`src/tasm_pkg.sv`:
```
// Constants shared by the thermal alarm status and mask block.
package tasm_pkg;

  // ----------------------------------------------------------------
  // Register command bytes
  // ----------------------------------------------------------------
  localparam logic [7:0] ADDR_STATUS_FIRST = 8'h08;
  localparam logic [7:0] ADDR_STATUS_SECOND = 8'h09;
  localparam logic [7:0] ADDR_STATUS_THIRD = 8'h0A;
  localparam logic [7:0] ADDR_MASK_FIRST = 8'h0C;
  localparam logic [7:0] ADDR_MASK_SECOND = 8'h0D;
  localparam logic [7:0] ADDR_MASK_THIRD = 8'h0E;
  localparam logic [7:0] ADDR_HYST = 8'h21;
  localparam logic [7:0] ADDR_PIN_LEVEL = 8'h30;
  localparam logic [7:0] ADDR_LIM_LOCAL = 8'h40;
  localparam logic [7:0] ADDR_LIM_A_FIRST = 8'h41;
  localparam logic [7:0] ADDR_LIM_B_FIRST = 8'h42;
  localparam logic [7:0] ADDR_LIM_A_SECOND = 8'h49;
  localparam logic [7:0] ADDR_LIM_B_SECOND = 8'h4A;

  // ----------------------------------------------------------------
  // Field positions and reset values
  // ----------------------------------------------------------------
  localparam int CH_LOCAL = 0;
  localparam int CH_REMOTE_A = 1;
  localparam int CH_REMOTE_B = 2;
  localparam int NUM_CH = 3;
  localparam int LOCAL_LIM_W = 7;
  localparam logic [2:0] RST_MASK_FIRST = 3'h1;
  localparam logic [2:0] RST_MASK_SECOND = 3'h0;
  localparam logic [2:0] RST_MASK_THIRD = 3'h7;
  localparam logic [6:0] RST_LIM_LOCAL = 7'h55;
  localparam logic [7:0] RST_LIM_REMOTE_FIRST = 8'h6E;
  localparam logic [7:0] RST_LIM_REMOTE_SECOND = 8'h55;
  localparam logic [7:0] RST_HYST = 8'h0A;
  localparam logic [7:0] READ_ZERO = 8'h00;

endpackage : tasm_pkg

```
`src/tasm_cmp_if.sv`:
```
// Bundle between the top and one channel's hysteresis comparator.
`timescale 1ns/100ps
interface tasm_cmp_if;
  logic [7:0] reading;
  logic [7:0] lim_first;
  logic [7:0] lim_second;
  logic [7:0] hyst;
  logic update;
  logic alarm_first;
  logic alarm_second;

  modport cmp (
    input reading,
    input lim_first,
    input lim_second,
    input hyst,
    input update,
    output alarm_first,
    output alarm_second
  );

  modport top (
    output reading,
    output lim_first,
    output lim_second,
    output hyst,
    output update,
    input alarm_first,
    input alarm_second
  );
endinterface : tasm_cmp_if

```
`src/tasm_chan_cmp.sv`:
```
// One channel's two hysteresis alarm bits, one per limit level.
`timescale 1ns/100ps
module tasm_chan_cmp (
  input wire logic clock_in,
  input wire logic rst_b_in,
  tasm_cmp_if.cmp bus
);
  import tasm_pkg::*;

  logic alarm_first_r;
  logic alarm_first_nxt;
  logic alarm_second_r;
  logic alarm_second_nxt;

  // ----------------------------------------------------------------
  // Threshold decision
  // ----------------------------------------------------------------
  // A widened subtraction keeps a limit below the hysteresis from wrapping:
  // then the bit can never clear, which is the safe direction.
  function automatic logic hys_next(input logic cur, input logic [7:0] rd,
                                    input logic [7:0] lim, input logic [7:0] hy);
    logic [8:0] low;
    low = {1'b0, lim} - {1'b0, hy};
    if (rd >= lim)
      hys_next = 1'b1;
    else if (!low[8] && ({1'b0, rd} < low))
      hys_next = 1'b0;
    else
      hys_next = cur;
  endfunction : hys_next

  always_comb
  begin
    alarm_first_nxt = alarm_first_r;
    alarm_second_nxt = alarm_second_r;
    if (bus.update)
    begin
      alarm_first_nxt = hys_next(alarm_first_r, bus.reading, bus.lim_first, bus.hyst);
      alarm_second_nxt = hys_next(alarm_second_r, bus.reading, bus.lim_second, bus.hyst);
    end
  end

  always_ff @(posedge clock_in or negedge rst_b_in)
  begin
    if (!rst_b_in)
    begin
      alarm_first_r <= 1'b0;
      alarm_second_r <= 1'b0;
    end
    else
    begin
      alarm_first_r <= alarm_first_nxt;
      alarm_second_r <= alarm_second_nxt;
    end
  end

  assign bus.alarm_first = alarm_first_r;
  assign bus.alarm_second = alarm_second_r;

endmodule : tasm_chan_cmp

```
`src/tasm_top.sv`:
```
// Alarm status, mask and critical output logic for a three-channel sensor.
`timescale 1ns/100ps
module tasm_top #(
  parameter int TEMP_W = 8
) (
  input wire logic clock_in,
  input wire logic rst_b_in,
  input wire logic [TEMP_W-1:0] local_temp_in,
  input wire logic [TEMP_W-1:0] remote_a_temp_in,
  input wire logic [TEMP_W-1:0] remote_b_temp_in,
  input wire logic [tasm_pkg::NUM_CH-1:0] conv_done_in,
  input wire logic [7:0] reg_addr_in,
  input wire logic reg_wr_in,
  input wire logic [7:0] reg_wdata_in,
  input wire logic reg_rd_in,
  output logic [7:0] reg_rdata_out,
  input wire logic [2:0] crit_pin_in,
  output logic [2:0] crit_pin_out,
  output logic [2:0] crit_pin_oe_out
);
  import tasm_pkg::*;

  // The comparators and the register map are built for byte-wide readings.
  if (TEMP_W != 8)
  begin : g_bad_width
    $error("tasm_top supports only 8-bit readings");
  end

  // ----------------------------------------------------------------
  // Writable registers, internal state and channel wiring
  // ----------------------------------------------------------------
  logic [2:0] mask_first_r, mask_first_nxt;
  logic [2:0] mask_second_r, mask_second_nxt;
  logic [2:0] mask_third_r, mask_third_nxt;
  logic [6:0] lim_local_r, lim_local_nxt;
  logic [7:0] lim_a_first_r, lim_a_first_nxt;
  logic [7:0] lim_b_first_r, lim_b_first_nxt;
  logic [7:0] lim_a_second_r, lim_a_second_nxt;
  logic [7:0] lim_b_second_r, lim_b_second_nxt;
  logic [7:0] hyst_r, hyst_nxt;
  logic [7:0] rdata_r, rdata_nxt;
  logic [2:0] crit_oe_r, crit_oe_nxt;
  logic [2:0] drive_lvl_r, drive_lvl_nxt;
  logic [2:0] pin_meta_r, pin_sync_r;

  logic [2:0] status_first, status_second, status_third;
  logic [7:0] readings [NUM_CH];
  logic [7:0] lims_first [NUM_CH];
  logic [7:0] lims_second [NUM_CH];

  assign readings[CH_LOCAL] = local_temp_in;
  assign readings[CH_REMOTE_A] = remote_a_temp_in;
  assign readings[CH_REMOTE_B] = remote_b_temp_in;
  assign lims_first[CH_LOCAL] = {1'b0, lim_local_r};
  assign lims_first[CH_REMOTE_A] = lim_a_first_r;
  assign lims_first[CH_REMOTE_B] = lim_b_first_r;
  assign lims_second[CH_LOCAL] = {1'b0, lim_local_r};
  assign lims_second[CH_REMOTE_A] = lim_a_second_r;
  assign lims_second[CH_REMOTE_B] = lim_b_second_r;

  // ----------------------------------------------------------------
  // Per-channel comparators
  // ----------------------------------------------------------------
  // The local channel has one limit for every output, so its first and
  // second bits always agree; the third status mirrors the second.
  generate
    for (genvar ch = 0; ch < NUM_CH; ch++)
    begin : g_ch
      tasm_cmp_if cbus ();
      assign cbus.reading = readings[ch];
      assign cbus.lim_first = lims_first[ch];
      assign cbus.lim_second = lims_second[ch];
      assign cbus.hyst = hyst_r;
      assign cbus.update = conv_done_in[ch];
      assign status_first[ch] = cbus.alarm_first;
      assign status_second[ch] = cbus.alarm_second;
      assign status_third[ch] = cbus.alarm_second;
      tasm_chan_cmp u_cmp (
        .clock_in(clock_in),
        .rst_b_in(rst_b_in),
        .bus(cbus)
      );
    end
  endgenerate

  // ----------------------------------------------------------------
  // Register writes and reads
  // ----------------------------------------------------------------
  always_comb
  begin
    mask_first_nxt = mask_first_r;
    mask_second_nxt = mask_second_r;
    mask_third_nxt = mask_third_r;
    lim_local_nxt = lim_local_r;
    lim_a_first_nxt = lim_a_first_r;
    lim_b_first_nxt = lim_b_first_r;
    lim_a_second_nxt = lim_a_second_r;
    lim_b_second_nxt = lim_b_second_r;
    hyst_nxt = hyst_r;
    // Status addresses fall through untouched.
    if (reg_wr_in)
    begin
      if (reg_addr_in == ADDR_MASK_FIRST)
        mask_first_nxt = reg_wdata_in[2:0];
      else if (reg_addr_in == ADDR_MASK_SECOND)
        mask_second_nxt = reg_wdata_in[2:0];
      else if (reg_addr_in == ADDR_MASK_THIRD)
        mask_third_nxt = reg_wdata_in[2:0];
      else if (reg_addr_in == ADDR_LIM_LOCAL)
        lim_local_nxt = reg_wdata_in[LOCAL_LIM_W-1:0];
      else if (reg_addr_in == ADDR_LIM_A_FIRST)
        lim_a_first_nxt = reg_wdata_in;
      else if (reg_addr_in == ADDR_LIM_B_FIRST)
        lim_b_first_nxt = reg_wdata_in;
      else if (reg_addr_in == ADDR_LIM_A_SECOND)
        lim_a_second_nxt = reg_wdata_in;
      else if (reg_addr_in == ADDR_LIM_B_SECOND)
        lim_b_second_nxt = reg_wdata_in;
      else if (reg_addr_in == ADDR_HYST)
        hyst_nxt = reg_wdata_in;
    end
  end

  always_comb
  begin
    rdata_nxt = rdata_r;
    if (reg_rd_in)
    begin
      if (reg_addr_in == ADDR_STATUS_FIRST)
        rdata_nxt = {5'h00, status_first};
      else if (reg_addr_in == ADDR_STATUS_SECOND)
        rdata_nxt = {5'h00, status_second};
      else if (reg_addr_in == ADDR_STATUS_THIRD)
        rdata_nxt = {5'h00, status_third};
      else if (reg_addr_in == ADDR_MASK_FIRST)
        rdata_nxt = {5'h00, mask_first_r};
      else if (reg_addr_in == ADDR_MASK_SECOND)
        rdata_nxt = {5'h00, mask_second_r};
      else if (reg_addr_in == ADDR_MASK_THIRD)
        rdata_nxt = {5'h00, mask_third_r};
      else if (reg_addr_in == ADDR_LIM_LOCAL)
        rdata_nxt = {1'b0, lim_local_r};
      else if (reg_addr_in == ADDR_LIM_A_FIRST)
        rdata_nxt = lim_a_first_r;
      else if (reg_addr_in == ADDR_LIM_B_FIRST)
        rdata_nxt = lim_b_first_r;
      else if (reg_addr_in == ADDR_LIM_A_SECOND)
        rdata_nxt = lim_a_second_r;
      else if (reg_addr_in == ADDR_LIM_B_SECOND)
        rdata_nxt = lim_b_second_r;
      else if (reg_addr_in == ADDR_HYST)
        rdata_nxt = hyst_r;
      else if (reg_addr_in == ADDR_PIN_LEVEL)
        rdata_nxt = {5'h00, pin_sync_r};
      else
        rdata_nxt = READ_ZERO;
    end
  end

  // ----------------------------------------------------------------
  // Critical outputs
  // ----------------------------------------------------------------
  // The pins are open-drain and active low: asserting means enabling a
  // driven low level.
  always_comb
  begin
    crit_oe_nxt[0] = |(status_first & ~mask_first_r);
    crit_oe_nxt[1] = |(status_second & ~mask_second_r);
    crit_oe_nxt[2] = |(status_third & ~mask_third_r);
    drive_lvl_nxt = 3'h0;
  end

  always_ff @(posedge clock_in or negedge rst_b_in)
  begin
    if (!rst_b_in)
    begin
      mask_first_r <= RST_MASK_FIRST;
      mask_second_r <= RST_MASK_SECOND;
      mask_third_r <= RST_MASK_THIRD;
      lim_local_r <= RST_LIM_LOCAL;
      lim_a_first_r <= RST_LIM_REMOTE_FIRST;
      lim_b_first_r <= RST_LIM_REMOTE_FIRST;
      lim_a_second_r <= RST_LIM_REMOTE_SECOND;
      lim_b_second_r <= RST_LIM_REMOTE_SECOND;
      hyst_r <= RST_HYST;
      rdata_r <= READ_ZERO;
      crit_oe_r <= 3'h0;
      drive_lvl_r <= 3'h0;
      pin_meta_r <= 3'h7;
      pin_sync_r <= 3'h7;
    end
    else
    begin
      mask_first_r <= mask_first_nxt;
      mask_second_r <= mask_second_nxt;
      mask_third_r <= mask_third_nxt;
      lim_local_r <= lim_local_nxt;
      lim_a_first_r <= lim_a_first_nxt;
      lim_b_first_r <= lim_b_first_nxt;
      lim_a_second_r <= lim_a_second_nxt;
      lim_b_second_r <= lim_b_second_nxt;
      hyst_r <= hyst_nxt;
      rdata_r <= rdata_nxt;
      crit_oe_r <= crit_oe_nxt;
      drive_lvl_r <= drive_lvl_nxt;
      pin_meta_r <= crit_pin_in;
      pin_sync_r <= pin_meta_r;
    end
  end

  assign reg_rdata_out = rdata_r;
  assign crit_pin_oe_out = crit_oe_r;
  assign crit_pin_out = drive_lvl_r;

  // Unmasked hits of the second and third outputs, one cycle ahead of the pins.
  logic [1:0] hit_chk;
  assign hit_chk = {|(status_third & ~mask_third_r), |(status_second & ~mask_second_r)};
endmodule : tasm_top

```
`config.mk`:
```
export PLATFORM = sky130hd
export DESIGN_NAME = tasm_top
export DESIGN_NICKNAME = d
export VERILOG_FILES = /design/src/tasm_pkg.sv /design/src/tasm_cmp_if.sv /design/src/tasm_chan_cmp.sv /design/src/tasm_top.sv
export SDC_FILE = /design/constraint.sdc
export NUM_CORES = 1
export LEC_CHECK = 0
export BUFFER_PORTS_ARGS = -buffer_cell sky130_fd_sc_hd__clkbuf_2
export CAP_MARGIN = 10
export CORE_MARGIN = 2
export CORE_UTILIZATION = 56
export CTS_BUF_LIST = sky130_fd_sc_hd__clkbuf_4
export DETAILED_ROUTE_END_ITERATION = 8
export HOLD_SLACK_MARGIN = 0.02
export PLACE_DENSITY = 0.86
export SYNTH_ARGS = -nofsm -noshare
export SYNTH_HDL_FRONTEND = slang
export SYNTH_SLANG_ARGS = --single-unit
```
`constraint.sdc`:
```
create_clock -name clock_in -period 3 [get_ports clock_in]
set_clock_uncertainty 0.05 [all_clocks]
set_input_delay 0.3 -clock clock_in [delete_from_list [all_inputs] [get_ports clock_in]]
set_output_delay 0.3 -clock clock_in [all_outputs]
set_load 0.005 [all_outputs]
```
==> flow_summary_export.csv <==
group,metric,value,unit
outcome,status,"complete, no violations",
drt,remaining_drc_errors,0,
floorplanning,initial_utilization,57.1,%
clock_tree,cts_buffers,9,
worst_setup_path,crit_arrival,3.28,ns
drt,dr.pass1.iters,6,
floorplanning,core,12000,sq um
timing,slew_headroom,36.3,%
clock_tree,clk_latency,0.46,ns
min_path,hp-class,"in2reg",
drt,vias,5960,
clock_tree,cts_tree,"built",
worst_setup_path,slowest_stage,"dfstp_2",
logic_synthesis,synth_area_leader_cell,"ha_1",
worst_setup_path,end_kind,"flip-flop",
timing,holdWs,0.0421,ns
timing,hold_violations,0,
timing,fmax,0.337,GHz
global_route,grt_pass1_wl,28.8,mm
final_layout,diodes,0,
job,maxCapViolCount,0,
timing,tightest_slew,0.956,ns
final_layout,final_nets,956,
worst_setup_path,cpMostUsedCell,"ha_1",
logic_synthesis,yosys_warnings,0,
logic_synthesis,ys_top_cells_by_area,"ha_1 21%, dfrtp_1 16%, dfstp_2 13%",
logic_synthesis,synth-edff-count,0,
drt,wl_per_cell,19.3,um
final_layout,areaGrowthSynthToFinish,12.0,%
logic_synthesis,synth.top_cell.area_share,20.7,%
global_route,grt.overflow.total,0,
placement,portBuffers,60,
floorplanning,dieHeight,114,um
power,leakagePower,0.00352,uW
floorplanning,pin_count,64,
worst_setup_path,crit_fanout,3,
logic_synthesis,yosys_most_used_dff,"dfrtp_1",
final_layout,drive_gt1_share,25.9,%
clock_tree,cts_root_buffer,"clkbuf_4",
global_route,antenna_found_initial,0,
global_route,grt_max_degree,79,
logic_synthesis,synthArstFlopShare,100,%
clock_tree,cts.sinks,78,
logic_synthesis,synthesis.area,6830,sq um
worst_setup_path,crit_required,3.31,ns
worst_setup_path,cp-endpoint,"g_ch[1].u_cmp.bus.alarm_second",
global_route,grt_pass1_vias,5711,
final_layout,final_cells,940,
floorplanning,die-width,114,um
logic_synthesis,ys_types,66,
power,peakVddDrop,0.215,mV
timing,rsz0062_at_grt,"yes",
worst_setup_path,regToRegEndpoint,"g_ch[1].u_cmp.bus.alarm_second",
timing,setup_viol,0,
floorplanning,dieArea,13100,sq um
logic_synthesis,syn_inst,714,
timing,drv_slew,0,
placement,dpl.hpwl,14.0,mm
drt,drt_wl_total,18.2,mm
drt,postRouteAntennaNets,0,
worst_setup_path,path_class,"reg2reg",
worst_setup_path,crit_chain,"inv_1 > ha_1 > o21ai_2 > a21oi_2 > o41ai_2 > xor2_1 > ha_1 > a2111oi_4 > o31ai_1 > a211o_1",
logic_synthesis,ys_seq_area_share,29.2,%
worst_setup_path,r2r-start,"g_ch[0].cbus.hyst[3]",
clock_tree,htreeDepth,3,
worst_setup_path,r2r_setup_slack,0.03,ns
logic_synthesis,ys_ff_latch,78,
power,power.density,420,nW/um^2
worst_setup_path,worstSetupStartpoint,"g_ch[0].cbus.hyst[3]",
timing,setup_tns,0,ns
logic_synthesis,synth_common_cells,"113 x ha_1, 63 x inv_1, 53 x o21ai_0, 50 x mux2_2, 48 x nor2_1",
drt,vias_per_cell,6.34,
final_layout,final_core_util,64.0,%
logic_synthesis,syn_avg_cell_area,9.57,sq um
clock_tree,clk_pin_slew,0.14,ns
clock_tree,cts_buffer_depth,2,
placement,dp_cells,920,
timing,post-route-min-period,2.97,ns
global_route,grt_use_total,28.3,%
logic_synthesis,synth.most_common_cell,"ha_1",
drt,drt_iter0_drc,625,
timing,finalCritPeriodShare,99.0,%
worst_setup_path,cpPeakStageDelay,0.56,ns
worst_setup_path,worst_r2r_path_depth,10,
floorplanning,row_count,40,
placement,place_congestion,0.943,
worst_setup_path,cp-start-kind,"flip-flop",
-- routing by layer --
| metal | routed length (um) | share of wire, % | vias up | GRT usage [%] |
|---|---|---|---|---|
| li1 | - | - | 2785 | - |
| met1 | 7600 | 42 | 2823 | 37.8 |
| met2 | 8360 | 46 | 296 | 45.8 |
| met3 | 1490 | 8.2 | 56 | 4.55 |
| met4 | 734 | 4.0 | 0 | 11.7 |
| met5 | 0 | 0 | - | 0 |
-- cells in the final DEF, fill, tap and decap left out, types with 6 or more instances in the layout --
| master | count |
|---|---|
| nor3_1 | 9 |
| nand2b_1 | 24 |
| xor2_1 | 16 |
| o2111ai_1 | 9 |
| clkbuf_4 | 10 |
| a21oi_1 | 31 |
| a21o_1 | 20 |
| ha_1 | 112 |
| o21a_1 | 11 |
| nand2_1 | 15 |
| xnor2_1 | 6 |
| buf_4 | 16 |
| mux2_2 | 50 |
| nor2b_1 | 12 |
| nand3_1 | 21 |
| dfstp_2 | 34 |
| clkbuf_2 | 59 |
| a22oi_1 | 8 |
| dfrtp_1 | 43 |
| a211oi_1 | 6 |
| nor2_1 | 48 |
| o21ai_0 | 44 |
| o22ai_1 | 9 |
| inv_1 | 62 |
-- sequential cells by signal (all words and copies together) (netlist names) --
register and flops:
pin_sync_r 3, pin_meta_r 3, crit_pin_oe_out 3, mask_first_r 3, mask_third_r 3, g_ch.u_cmp.bus.alarm_first 3
mask_second_r 3, g_ch.u_cmp.bus.alarm_second 2, g_ch.cbus.lim_first 16, g_ch.cbus.hyst 8, lim_local_r 7, reg_rdata_out 8
g_ch.cbus.lim_second 16
-- how the worst min path moves through the flow --
stage	from	to	depth (start not counted)
final	conv_done_in[0]	g_ch[0].u_cmp.bus.alarm_first	3
after floorplan	rst_b_in	crit_pin_oe_out[0]	0
after detailed placement	pin_meta_r[2]	pin_sync_r[2]	0
after CTS	conv_done_in[0]	g_ch[0].u_cmp.bus.alarm_first	3
after global routing	conv_done_in[0]	g_ch[0].u_cmp.bus.alarm_first	3
after global placement	pin_meta_r[1]	pin_sync_r[1]	0
-- where the power goes --
part	internal [uW]	switching, uW
sequential	1150	119
combinational	549	664
clock	345	391
total	2040	1170
-- cell type report --
type                    count  area (sq um)
multi-input cells         557          4620
fillers                   928          4310
flip-flops and latches     78          2000
repair buffers             79           455
inverters                  63           236
well taps                 147           184
clock inverters             6          86.3
clock buffers              10          75.1
-- stage by stage --
step	setup WS (ns)	power, uW	cell area [sq um]
floorplan	0.0480	2050	6850
global placement	0.136	2360	7350
detailed placement	0.0242	2410	7350
CTS	0.00177	3130	7550
global route	-0.126	3420	7650
finish	0.0299	3220	7650
-- critical path: cells and delay by family, from the launching register on --
kind	cells	cell delay [ns]
XOR/XNOR	1	0.22
AO/OA/AOI/OAI	6	1.30
adder cells (fa/ha/maj)	2	0.66
flip-flops	1	0.56
buffers and inverters	1	0.07
-- kinds of logic after synthesis --
group	after synthesis	share of synthesized area, %
and+or+nand+nor	160	12.6
DFF	78	29.2
AOI/OAI and AO/OA	199	19.3
other	1	0.0549
buffers and inverters	81	4.84
muxes	55	8.97
adders and majority gates	118	22.2
xor gates and xnor gates	22	2.82
-- repair_timing --
| action | 4_1_cts | 5_1_grt |
|---|---|---|
| hold endpoints to repair | 47 | 0 |
| buffers inserted | 0 | 0 |
| gates resized for setup | 1 | 26 |
| endpoints found under the setup margin | 1 | 5 |
| gates cloned | 0 | 0 |
| pin swaps | 0 | 9 |
| hold buffers | 4 | 0 |
No activity file was read; power rests on OpenSTA's default activity.
